<file path="src/core/tcc_defines.svh">
// Constants for the timer clock control block: register map, fields, resets.
// Assumes inclusion by bare name from the package and design modules.
`ifndef TCC_DEFINES_SVH
`define TCC_DEFINES_SVH
`define TCC_ADDR_CTRL    4'h0
`define TCC_ADDR_COUNT   4'h4
`define TCC_ADDR_TOGGLE  4'h8
`define TCC_CTRL_RESET   8'h00
`define TCC_CTRL_WMASK   8'hFD
`define TCC_SRC_TOUCH    2'h3
`define TCC_SRC_PIN      2'h2
`define TCC_SRC_SYS      2'h1
`define TCC_SRC_QUARTER  2'h0
`define TCC_QDIV_LAST    2'h3
`define TCC_READ_ERR     32'hDEADBEEF
`define TCC_RESP_OK      2'h0
`define TCC_RESP_ERR     2'h2
`endif

</file>
<file path="src/core/tcc_pkg.sv">
// Types shared by the timer clock control block.
// Assumes tcc_defines.svh sits on the include path.
`include "tcc_defines.svh"
package tcc_pkg;
  typedef struct packed {
    logic [1:0] source_sel;
    logic [1:0] prescale_sel;
    logic       osc_en;
    logic       sync_bypass_n;
    logic       unused;
    logic       counter_on;
  } tcc_ctrl_t;

  typedef struct packed {
    logic touch_sense_oscillator;
    logic external_count_clock_pin;
    logic dedicated_osc_clk;
    logic gate_edge;
  } tcc_pins_t;
endpackage

</file>
<file path="src/core/tcc_prescaler.sv">
// Prescaler: divides count-clock ticks by 1, 2, 4 or 8.
// Assumes tick_in is a one-cycle pulse on sys_clk.
`include "tcc_defines.svh"
module tcc_prescaler #(
  parameter int WIDTH = 3
) (
  // Clock and reset
  input  wire logic             sys_clk,
  input  wire logic             rstn,
  // Control
  input  wire logic             clear,
  input  wire logic [1:0]       sel,
  input  wire logic             tick_in,
  // Result
  output logic                  tick_out
);
  logic [WIDTH-1:0] cnt_reg;
  logic [WIDTH-1:0] cnt_next;
  logic             out_reg;
  logic             out_next;
  logic [WIDTH-1:0] limit;

  always_comb begin
    limit    = WIDTH'((1 << sel) - 1);
    cnt_next = cnt_reg;
    out_next = 1'b0;
    if (clear) begin
      cnt_next = '0;
    end else if (tick_in) begin
      if (cnt_reg >= limit) begin
        cnt_next = '0;
        out_next = 1'b1;
      end else begin
        cnt_next = cnt_reg + WIDTH'(1);
      end
    end
  end

  always_ff @(posedge sys_clk or negedge rstn) begin
    if (!rstn) begin
      cnt_reg <= '0;
      out_reg <= 1'b0;
    end else begin
      cnt_reg <= cnt_next;
      out_reg <= out_next;
    end
  end

  assign tick_out = out_reg;
endmodule

</file>
<file path="src/core/tcc_top.sv">
// Timer clock control: control register, source select, prescale, counter.
// Assumes pin and oscillator inputs are asynchronous to sys_clk.
`include "tcc_defines.svh"
module tcc_top #(
  parameter int CW = 16
) (
  // Clock and reset
  input  wire logic                 sys_clk,
  input  wire logic                 rstn,
  // Avalon-MM slave
  input  wire logic [3:0]           avs_address,
  input  wire logic                 avs_read,
  input  wire logic                 avs_write,
  input  wire logic [31:0]          avs_writedata,
  input  wire logic [3:0]           avs_byteenable,
  output logic [31:0]               avs_readdata,
  output logic                      avs_waitrequest,
  output logic [1:0]                avs_response,
  // Count sources
  input  wire tcc_pkg::tcc_pins_t   pins,
  // Status
  output logic [CW-1:0]             count_value,
  output logic                      gate_toggle,
  output logic                      dedicated_osc_drive
);
  import tcc_pkg::*;

  tcc_ctrl_t   ctrl_reg;
  tcc_ctrl_t   ctrl_next;
  logic [CW-1:0] cnt_reg;
  logic [CW-1:0] cnt_next;
  logic        tog_reg;
  logic        tog_next;
  logic [31:0] rd_reg;
  logic [31:0] rd_next;
  logic        wait_reg;
  logic        wait_next;
  logic [1:0]  resp_reg;
  logic [1:0]  resp_next;
  logic [3:0]  s1_reg;
  logic [3:0]  s2_reg;
  logic [3:0]  s3_reg;
  logic [1:0]  q_reg;
  logic [1:0]  q_next;
  logic        osc_reg;
  logic        raw_tick;
  logic        scaled_tick;
  logic [3:0]  rise;
  logic        acc;

  // Two-stage synchroniser per pin, then a third stage for edge detection.
  // Only the second and third stages feed logic; the first may still be settling.
  for (genvar g = 0; g < $bits(tcc_pins_t); g++) begin : g_sync
    logic s1_next;
    logic s2_next;
    logic s3_next;

    always_comb begin
      s1_next = pins[g];
      s2_next = s1_reg[g];
      s3_next = s2_reg[g];
    end

    always_ff @(posedge sys_clk or negedge rstn) begin
      if (!rstn) begin
        s1_reg[g] <= 1'b0;
        s2_reg[g] <= 1'b0;
        s3_reg[g] <= 1'b0;
      end else begin
        s1_reg[g] <= s1_next;
        s2_reg[g] <= s2_next;
        s3_reg[g] <= s3_next;
      end
    end

    // Rising edge of the synchronised level
    assign rise[g] = s2_reg[g] & ~s3_reg[g];
  end

  assign acc  = avs_read | avs_write;

  // Bus decode
  logic            take;
  logic            answer;
  logic            hit_ctrl;
  logic            hit_count;
  logic            wr_ctrl;
  logic            wr_count;
  // Counter write enables, one per byte lane
  logic [CW/8-1:0] wr_lane;

  // A request is taken at the first edge, while waitrequest is high, and
  // answered at the second; writes land only at the answer edge.
  always_comb begin
    take      = acc && wait_reg;
    answer    = acc && !wait_reg;
    hit_ctrl  = (avs_address == `TCC_ADDR_CTRL);
    hit_count = (avs_address == `TCC_ADDR_COUNT);
    wr_ctrl   = answer && avs_write && hit_ctrl && avs_byteenable[0];
    wr_count  = answer && avs_write && hit_count;
  end

  for (genvar b = 0; b < CW / 8; b++) begin : g_lane
    assign wr_lane[b] = wr_count && avs_byteenable[b];
  end

  // Quarter-rate group: a tick every fourth cycle stands in for the
  // instruction clock, so no second clock domain is needed
  always_comb begin
    q_next = q_reg + 2'h1;
  end

  // Source select; the pin and oscillator paths are always synchronised
  // here, so the bypass bit is stored but cannot remove the latency.
  always_comb begin
    case (ctrl_reg.source_sel)
      `TCC_SRC_TOUCH:   raw_tick = rise[3];
      `TCC_SRC_PIN: begin
        if (ctrl_reg.osc_en) begin
          raw_tick = rise[1];
        end else begin
          raw_tick = rise[2];
        end
      end
      `TCC_SRC_SYS:     raw_tick = 1'b1;
      `TCC_SRC_QUARTER: raw_tick = (q_reg == `TCC_QDIV_LAST);
      default:          raw_tick = 1'b0;
    endcase
  end

  tcc_prescaler #(
    .WIDTH (3)
  ) u_presc (
    .sys_clk  (sys_clk),
    .rstn     (rstn),
    .clear    (~ctrl_reg.counter_on),
    .sel      (ctrl_reg.prescale_sel),
    .tick_in  (raw_tick & ctrl_reg.counter_on),
    .tick_out (scaled_tick)
  );

  // Counter group
  always_comb begin
    cnt_next = cnt_reg;
    if (ctrl_reg.counter_on && scaled_tick) begin
      cnt_next = cnt_reg + CW'(1);
    end
    // Software write to the counter takes precedence over a tick
    for (int b = 0; b < CW / 8; b++) begin
      if (wr_lane[b]) begin
        cnt_next[b*8 +: 8] = avs_writedata[b*8 +: 8];
      end
    end
  end

  // Gate toggle group: held clear while the counter is off, so software
  // knows which gate edge the next measurement starts from
  always_comb begin
    tog_next = tog_reg;
    if (ctrl_reg.counter_on && rise[0]) begin
      tog_next = ~tog_reg;
    end
    if (!ctrl_reg.counter_on) begin
      tog_next = 1'b0;
    end
  end

  // Read-back mux; unmapped offsets answer with an error code
  logic [31:0] rd_sel;
  logic [1:0]  resp_sel;

  always_comb begin
    rd_sel   = 32'h0;
    resp_sel = `TCC_RESP_OK;
    case (avs_address)
      `TCC_ADDR_CTRL: begin
        rd_sel[7:0] = ctrl_reg;
      end
      `TCC_ADDR_COUNT: begin
        rd_sel[CW-1:0] = cnt_reg;
      end
      `TCC_ADDR_TOGGLE: begin
        rd_sel[0] = tog_reg;
      end
      default: begin
        resp_sel = `TCC_RESP_ERR;
        rd_sel   = `TCC_READ_ERR;
      end
    endcase
  end

  // Bus group: one wait cycle per access, answer at the second edge
  always_comb begin
    ctrl_next = ctrl_reg;
    rd_next   = rd_reg;
    resp_next = resp_reg;
    wait_next = 1'b1;
    if (take) begin
      wait_next = 1'b0;
      resp_next = resp_sel;
      rd_next   = rd_sel;
    end
    // Control writes land at the answer edge, as counter writes do
    if (wr_ctrl) begin
      ctrl_next = avs_writedata[7:0] & `TCC_CTRL_WMASK;
    end
  end

  // Bus group registers
  always_ff @(posedge sys_clk or negedge rstn) begin
    if (!rstn) begin
      ctrl_reg <= `TCC_CTRL_RESET;
      rd_reg   <= 32'h0;
      wait_reg <= 1'b1;
      resp_reg <= `TCC_RESP_OK;
    end else begin
      ctrl_reg <= ctrl_next;
      rd_reg   <= rd_next;
      wait_reg <= wait_next;
      resp_reg <= resp_next;
    end
  end

  // Counter and gate toggle registers
  always_ff @(posedge sys_clk or negedge rstn) begin
    if (!rstn) begin
      cnt_reg <= '0;
      tog_reg <= 1'b0;
    end else begin
      cnt_reg <= cnt_next;
      tog_reg <= tog_next;
    end
  end

  // Quarter-rate divider register
  always_ff @(posedge sys_clk or negedge rstn) begin
    if (!rstn) begin
      q_reg <= 2'h0;
    end else begin
      q_reg <= q_next;
    end
  end

  // Oscillator drive follows the enable bit at the edge where it lands
  logic osc_next;

  always_comb begin
    osc_next = ctrl_next.osc_en;
  end

  always_ff @(posedge sys_clk or negedge rstn) begin
    if (!rstn) begin
      osc_reg <= 1'b0;
    end else begin
      osc_reg <= osc_next;
    end
  end

  assign avs_readdata        = rd_reg;
  assign avs_waitrequest     = wait_reg;
  assign avs_response        = resp_reg;
  assign count_value         = cnt_reg;
  assign gate_toggle         = tog_reg;
  assign dedicated_osc_drive = osc_reg;
endmodule

</file>
<file path="config.mk">
export PLATFORM = sky130hd
export DESIGN_NAME = tcc_top
export DESIGN_NICKNAME = d
export VERILOG_FILES = /design/src/core/tcc_pkg.sv /design/src/core/tcc_prescaler.sv /design/src/core/tcc_top.sv
export VERILOG_INCLUDE_DIRS = /design/src /design/src/core
export SDC_FILE = /design/constraint.sdc
export NUM_CORES = 1
export LEC_CHECK = 0
export ABC_CLOCK_PERIOD_IN_PS = 2350
export BUFFER_PORTS_ARGS = -buffer_cell sky130_fd_sc_hd__buf_2
export CELL_PAD_IN_SITES_DETAIL_PLACEMENT = 1
export CELL_PAD_IN_SITES_GLOBAL_PLACEMENT = 1
export CORE_ASPECT_RATIO = 0.75
export CORE_MARGIN = 2
export CORE_UTILIZATION = 37
export DETAILED_ROUTE_END_ITERATION = 7
export GPL_TIMING_DRIVEN = 0
export PLACE_DENSITY_LB_ADDON = 0.08
export SETUP_SLACK_MARGIN = 0.3
export SYNTH_ARGS = -nofsm -noshare
export SYNTH_HDL_FRONTEND = slang
export SYNTH_SLANG_ARGS = --single-unit
</file>
<file path="constraint.sdc">
create_clock -name sys_clk -period 2.35 [get_ports sys_clk]
set_clock_uncertainty 0.2 [all_clocks]
set_input_delay 0.1175 -clock sys_clk [delete_from_list [all_inputs] [get_ports sys_clk]]
set_output_delay 0.1175 -clock sys_clk [all_outputs]
set_load 0.01 [all_outputs]
</file>
# Yosys cells after proc, flatten, opt, wreduce, memory -nomap -nowiden

Index checks and enable logic that the tools add are counted.

Word-level logic and storage cells: 87
Input port bits: 48
Bits in registers: 77
Output and inout port bits: 53

Order comparisons: 1
Eq/ne operators: 8
Shift-type cells: 1
Reduce and logical (&&, ||, !) cells: 17
Muxes and demuxes: 19
Add/subtract/negate cells: 4
Bitwise operators: 11

Operators by type and width:

| cell                  | count |
|---|---|
| $mux 16               | 2 |
| $pmux 7 s3            | 1 |
| $add 16x1->16 const B | 1 |
| $mux 8                | 2 |
| $pmux 8 s2            | 1 |
| $logic_and 1x1->1     | 10 |
| $mux 3                | 3 |
| $mux 1                | 7 |
| $eq 2x2->1 const B    | 3 |
| $and 1x1->1           | 5 |
| $not 1->1             | 5 |
| $eq 4x3->1 const B    | 1 |
| $eq 4x4->1 const B    | 1 |
| $logic_not 4->1       | 1 |
| $ne 2x1->1 const B    | 2 |
| $pmux 1 s4            | 1 |
| $reduce_bool 2->1     | 2 |
| $add 3x1->3 const B   | 1 |
| $ge 3x3->1            | 1 |
| $pmux 1 s3            | 1 |
| $reduce_or 3->1       | 1 |
| $shl 1x2->3 const A   | 1 |
| $sub 3x2->3 const B   | 1 |
| $add 2x1->2 const B   | 1 |
| 6 further kinds       | 6 |

# Longest topological paths before layout

Word-level depth: 7
Mapped depth: 7
Mapped depth without buffers: 7

# Cells and area by module

A second synthesis with hierarchy kept.

Cells, all modules: 285
Area total of the unflattened synthesis: 2962.8 um^2

Modules (own cells, without submodules):

| module        | seq. area each (um^2) | cells an instance | area each (um^2) | times used |
|---|---|---|---|---|
| tcc_top       | 1402.6                | 257               | 2671.3           | 1 |
| tcc_prescaler | 100.1                 | 28                | 291.5            | 1 |

# Worst setup path after synthesis

OpenSTA, ideal clock, no wires.

Path kind: reg-to-reg
Start: reg ctrl_reg[5] in the netlist's numbering
End: reg u_presc.cnt_reg[2]
Path slack: 0.501 ns
Buffers on the path: 0
Cell stages (with the launch flop): 7
Clock period less this slack: 1.849 ns
Library setup time: 0.120 ns
Arrival time: 1.529 ns
Data required time: 2.030 ns
Cell sequence: dfrtp_1 or2_2 ha_1 o21ai_0 a21o_1 and3_1 a31o_1

Word-level cells in the longest chain between the ends: 6

Ends and longest elaborated chain:

| element                | RTL line            | source |
|---|---|---|
| start, declared        | tcc_top.sv:28       | `tcc_ctrl_t ctrl_reg;` |
| start signal, assigned | tcc_top.sv:212      | `` ctrl_reg <= `TCC_CTRL_RESET; `` |
| start signal, assigned | tcc_top.sv:217      | `ctrl_reg <= ctrl_next;` |
| $shl 1x2->3            | tcc_prescaler.sv:24 | `limit = WIDTH'((1 << sel) - 1);` |
| $sub 3x2->3            | tcc_prescaler.sv:24 |  |
| $ge 3x3->1             | tcc_prescaler.sv:30 | `if (cnt_reg >= limit) begin` |
| $mux 3                 | tcc_prescaler.sv:30 |  |
| $mux 3                 | tcc_prescaler.sv:29 | `end else if (tick_in) begin` |
| $mux 3                 | tcc_prescaler.sv:27 | `if (clear) begin` |
| end signal, assigned   | tcc_prescaler.sv:44 | `cnt_reg <= cnt_next;` |
| end, declared          | tcc_prescaler.sv:17 | `logic [WIDTH-1:0] cnt_reg;` |

No other way between the ends. The select of a mux whose other input is x is not followed.
A chain may end at the register's enable or synchronous reset.

# Final worst setup path

Ends and elaborated chain as after synthesis.

==> metrics <==
Synth Area in Simple Gates=between 10% and 20%; Worst Setup End Kind=flip-flop; final WL=~8000 µm; max reg flops=17; Pwr Density=813 nW/µm²; CORE AREA=between 7000 and 8000 µm²; Fin. Hold Viols=0; CP cell instances=or2_2, ha_1, o21ai_2, a21o_1, and3_1, a31o_1; Crit path arrival time=1.96 ns; cells after synthesis=between 200 and 300; CTS HTree Levels=3; Slew HR=about half; fin crit share=a little over 80%; most frequent cell after synthesis=dfrtp_1; gr busiest metal=met2; clk sink count=60; die extent in y=just under 80 µm; drt wl/cell=15.9 µm; first-pass GRT wire length=13200 µm; final std cells w/o fill=502; RSZ-0062 raised after global routing=yes; worst slew pin tran=0.774 ns; Inst Count DP=approximately 460; # Max-Cap Violations=0; Commonest cells post-synth=dfrtp_1 (59), nor2_1 (32), nand2_1 (27); Pins Over Slew Limit=0; Seq cells post-synth=60; Die ar.=8310 µm²; Placed Area=between 3000 and 4000 µm²; Async SR Flop Fraction=100%; Iter 0 DRT Violations=115; CP delay by family, top=simple AND/OR/NAND/NOR gates; top cells by area, synth=dfrtp_1 (53%), buf_4 (4.8%), o21ai_0 (4.3%), nor2_1 (4.3%), nand2_1 (3.6%); num ports=between 100 and 150; slowest stage delay, CP=approximately 0.42 ns; share of cells above drive strength 1=between 30% and 40%; CTS root buf=clkbuf_8; input/output buffers=75; Synth Area in Adders=under 10%; Yosys Warn Count=0; required time worst endpoint=about 2.4 ns; initial antenna violation count=0; Netlist cell types=38; fin area=~3900 µm²; RePlAce Congestion=0.740; clock tree from TritonCTS=built; top_reg_cell synth=dfrtp_1; Synth top area share=between 50% and 60%; critical path class=reg2reg; grt met3 use=around 4.7%; sequential share of the synthesized area=53.5%; Layout Nets=between 400 and 500; post-route ant nets=0; outcome=finished, final reports clean; Pleak=around 0.0017 µW; diode count=0; Mean Syn Cell Area=10.2 µm²; Final Setup Violations=0; post-DR vias/cell=approximately 4.9; largest family of logic cells by synthesized area=simple AND/OR/NAND/NOR gates; fin crit period=roughly 1.9 ns; Total GRT Usage=between 20% and 30%; Min Hold Slack=around 0.021 ns; Via Count=around 2500; Compound-Gate Fraction of Synth Area=between 10% and 20%; grt total ovfl=0; largest net degree at the start of global routing=about 60; clock latency on the worst-skew pair=roughly 0.33 ns; # rows=27; Synth Area in XOR/XNOR=about 5%; maximum fanout along the worst path=5; Worst IR Drop VDD=between 0.0004 and 0.0005 V; initial core utilization=38.1%; f_max=between 500 and 600 MHz; Critical path buffers and inverters=0; Min-Delay Path Class=in2reg; Worst setup SP type=flip-flop; TritonCTS buffer count=9; EDFF count, synth=0; first drt pass iteration count=4; multiplexer area fraction after synthesis=3.52%; slowest cell on the critical path=dfrtp_1; Clock Pin Slew Worst Setup and Hold Paths=roughly 0.07 ns; GR Util met2=about a third; met1 track utilization from global routing=~28%; post-DP HPWL=approximately 5600 µm; Die Wd=between 100 and 150 µm; fin util=between 50% and 60%; TNS Setup=0 ns; mapped cell area=2810 µm²; Yosys top cell by area=dfrtp_1; Clock Tree Buf Depth=2; Layout area overhead=37.9%; vias in the first global route=~2500; DR DRC count=0
-- worst register-to-register path, stage by stage, from the launching register on --
cell and delay (ns):
dfrtp_1 0.42, or2_2 0.31, ha_1 0.30, o21ai_2 0.07, a21o_1 0.18, and3_1 0.17
a31o_1 0.18
-- layer usage --
metal	wire length (µm)	part of all wire [%]
met3	427	5.3
met5	0	0
met4	78	0.98
met1	3790	47
met2	3690	46
-- stage by stage --
| step | power (µW) | worst slack, ns |
|---|---|---|
| 2_1_floorplan | 1710 | 0.501 |
| 3_3_place_gp | 2000 | 0.403 |
| 3_5_place_dp | 2020 | 0.335 |
| 4_1_cts | 3150 | 0.309 |
| 5_1_grt | 3310 | 0.300 |
| 6_report | 3150 | 0.412 |
-- power by group --
group          switching [µW]  internal (µW)
Sequential                186           1170
Combinational             367            342
Clock                     402            681
-- repair_timing --
item / 4_1_cts / 5_1_grt
buffers inserted: 0 / 3
hold buffers: 27 / 0
gates resized for setup: 0 / 6
setup endpoints to repair: 0 / 8
endpoints found under the hold margin: 91 / 0
-- final cells by class --
| type | instances | area (µm²) |
|---|---|---|
| buffer | 27 | 173 |
| clock buffer | 12 | 165 |
| clock inverter | 4 | 70.1 |
| fill | 871 | 3490 |
| inverter | 7 | 26.3 |
| multi-input combinational | 186 | 1140 |
| sequential | 60 | 1500 |
| tap | 101 | 126 |
| timing repair buffer | 105 | 671 |
-- logic make-up (layout without fill, tap and decap cells) --
| family | count (synthesis) | after routing |
|---|---|---|
| AND/OR/NAND/NOR | 94 | 94 |
| XOR/XNOR | 16 | 16 |
| multiplexers | 9 | 9 |
| buffers and inverters | 34 | 155 |
| other | 1 | 6 |
| flip-flops | 60 | 60 |
| adder cells (fa/ha/maj) | 6 | 6 |
| AO/OA/AOI/OAI | 55 | 55 |
-- cells in the final DEF, fill, tap and decap left out, types with 2 or more instances in the layout --
cell	netlist	routed
xor2_1	9	9
bufinv_16	0	2
a21oi_1	11	11
nand2b_1	2	2
mux2_2	7	7
nand4_1	5	5
o21ai_0	24	22
clkbuf_8	0	12
and4_1	2	2
dlygate4sd3_1	0	27
clkinv_2	0	2
a31oi_1	9	9
nor2_1	32	31
o21ai_2	1	2
conb_1	1	6
ha_1	6	6
a41oi_1	5	5
nand2_1	27	27
buf_4	18	22
xnor2_1	7	7
dfrtp_1	59	58
nand3b_1	2	2
inv_1	7	7
clkbuf_1	5	5
buf_2	3	77
nor2b_1	2	2
nand3_1	10	9
a21o_1	2	2
and3_1	5	5
mux2i_1	2	2
-- path summary, 6_finish.rpt --
path	from	cells past startpoint	slack (ns)	endpoint
min in group asynchronous	rstn	2	0.20	g_sync[3].s3_next
max in group asynchronous	rstn	2	1.19	count_value[4]
max reg2reg	ctrl_reg[5]	6	0.41	u_presc.cnt_reg[2]
min	avs_address[0]	3	0.02	avs_readdata[2]
max	ctrl_reg[5]	6	0.41	u_presc.cnt_reg[2]
min reg2reg	g_sync[1].s2_next	0	0.15	g_sync[1].s3_next
Power figures use the tool's default switching activity.
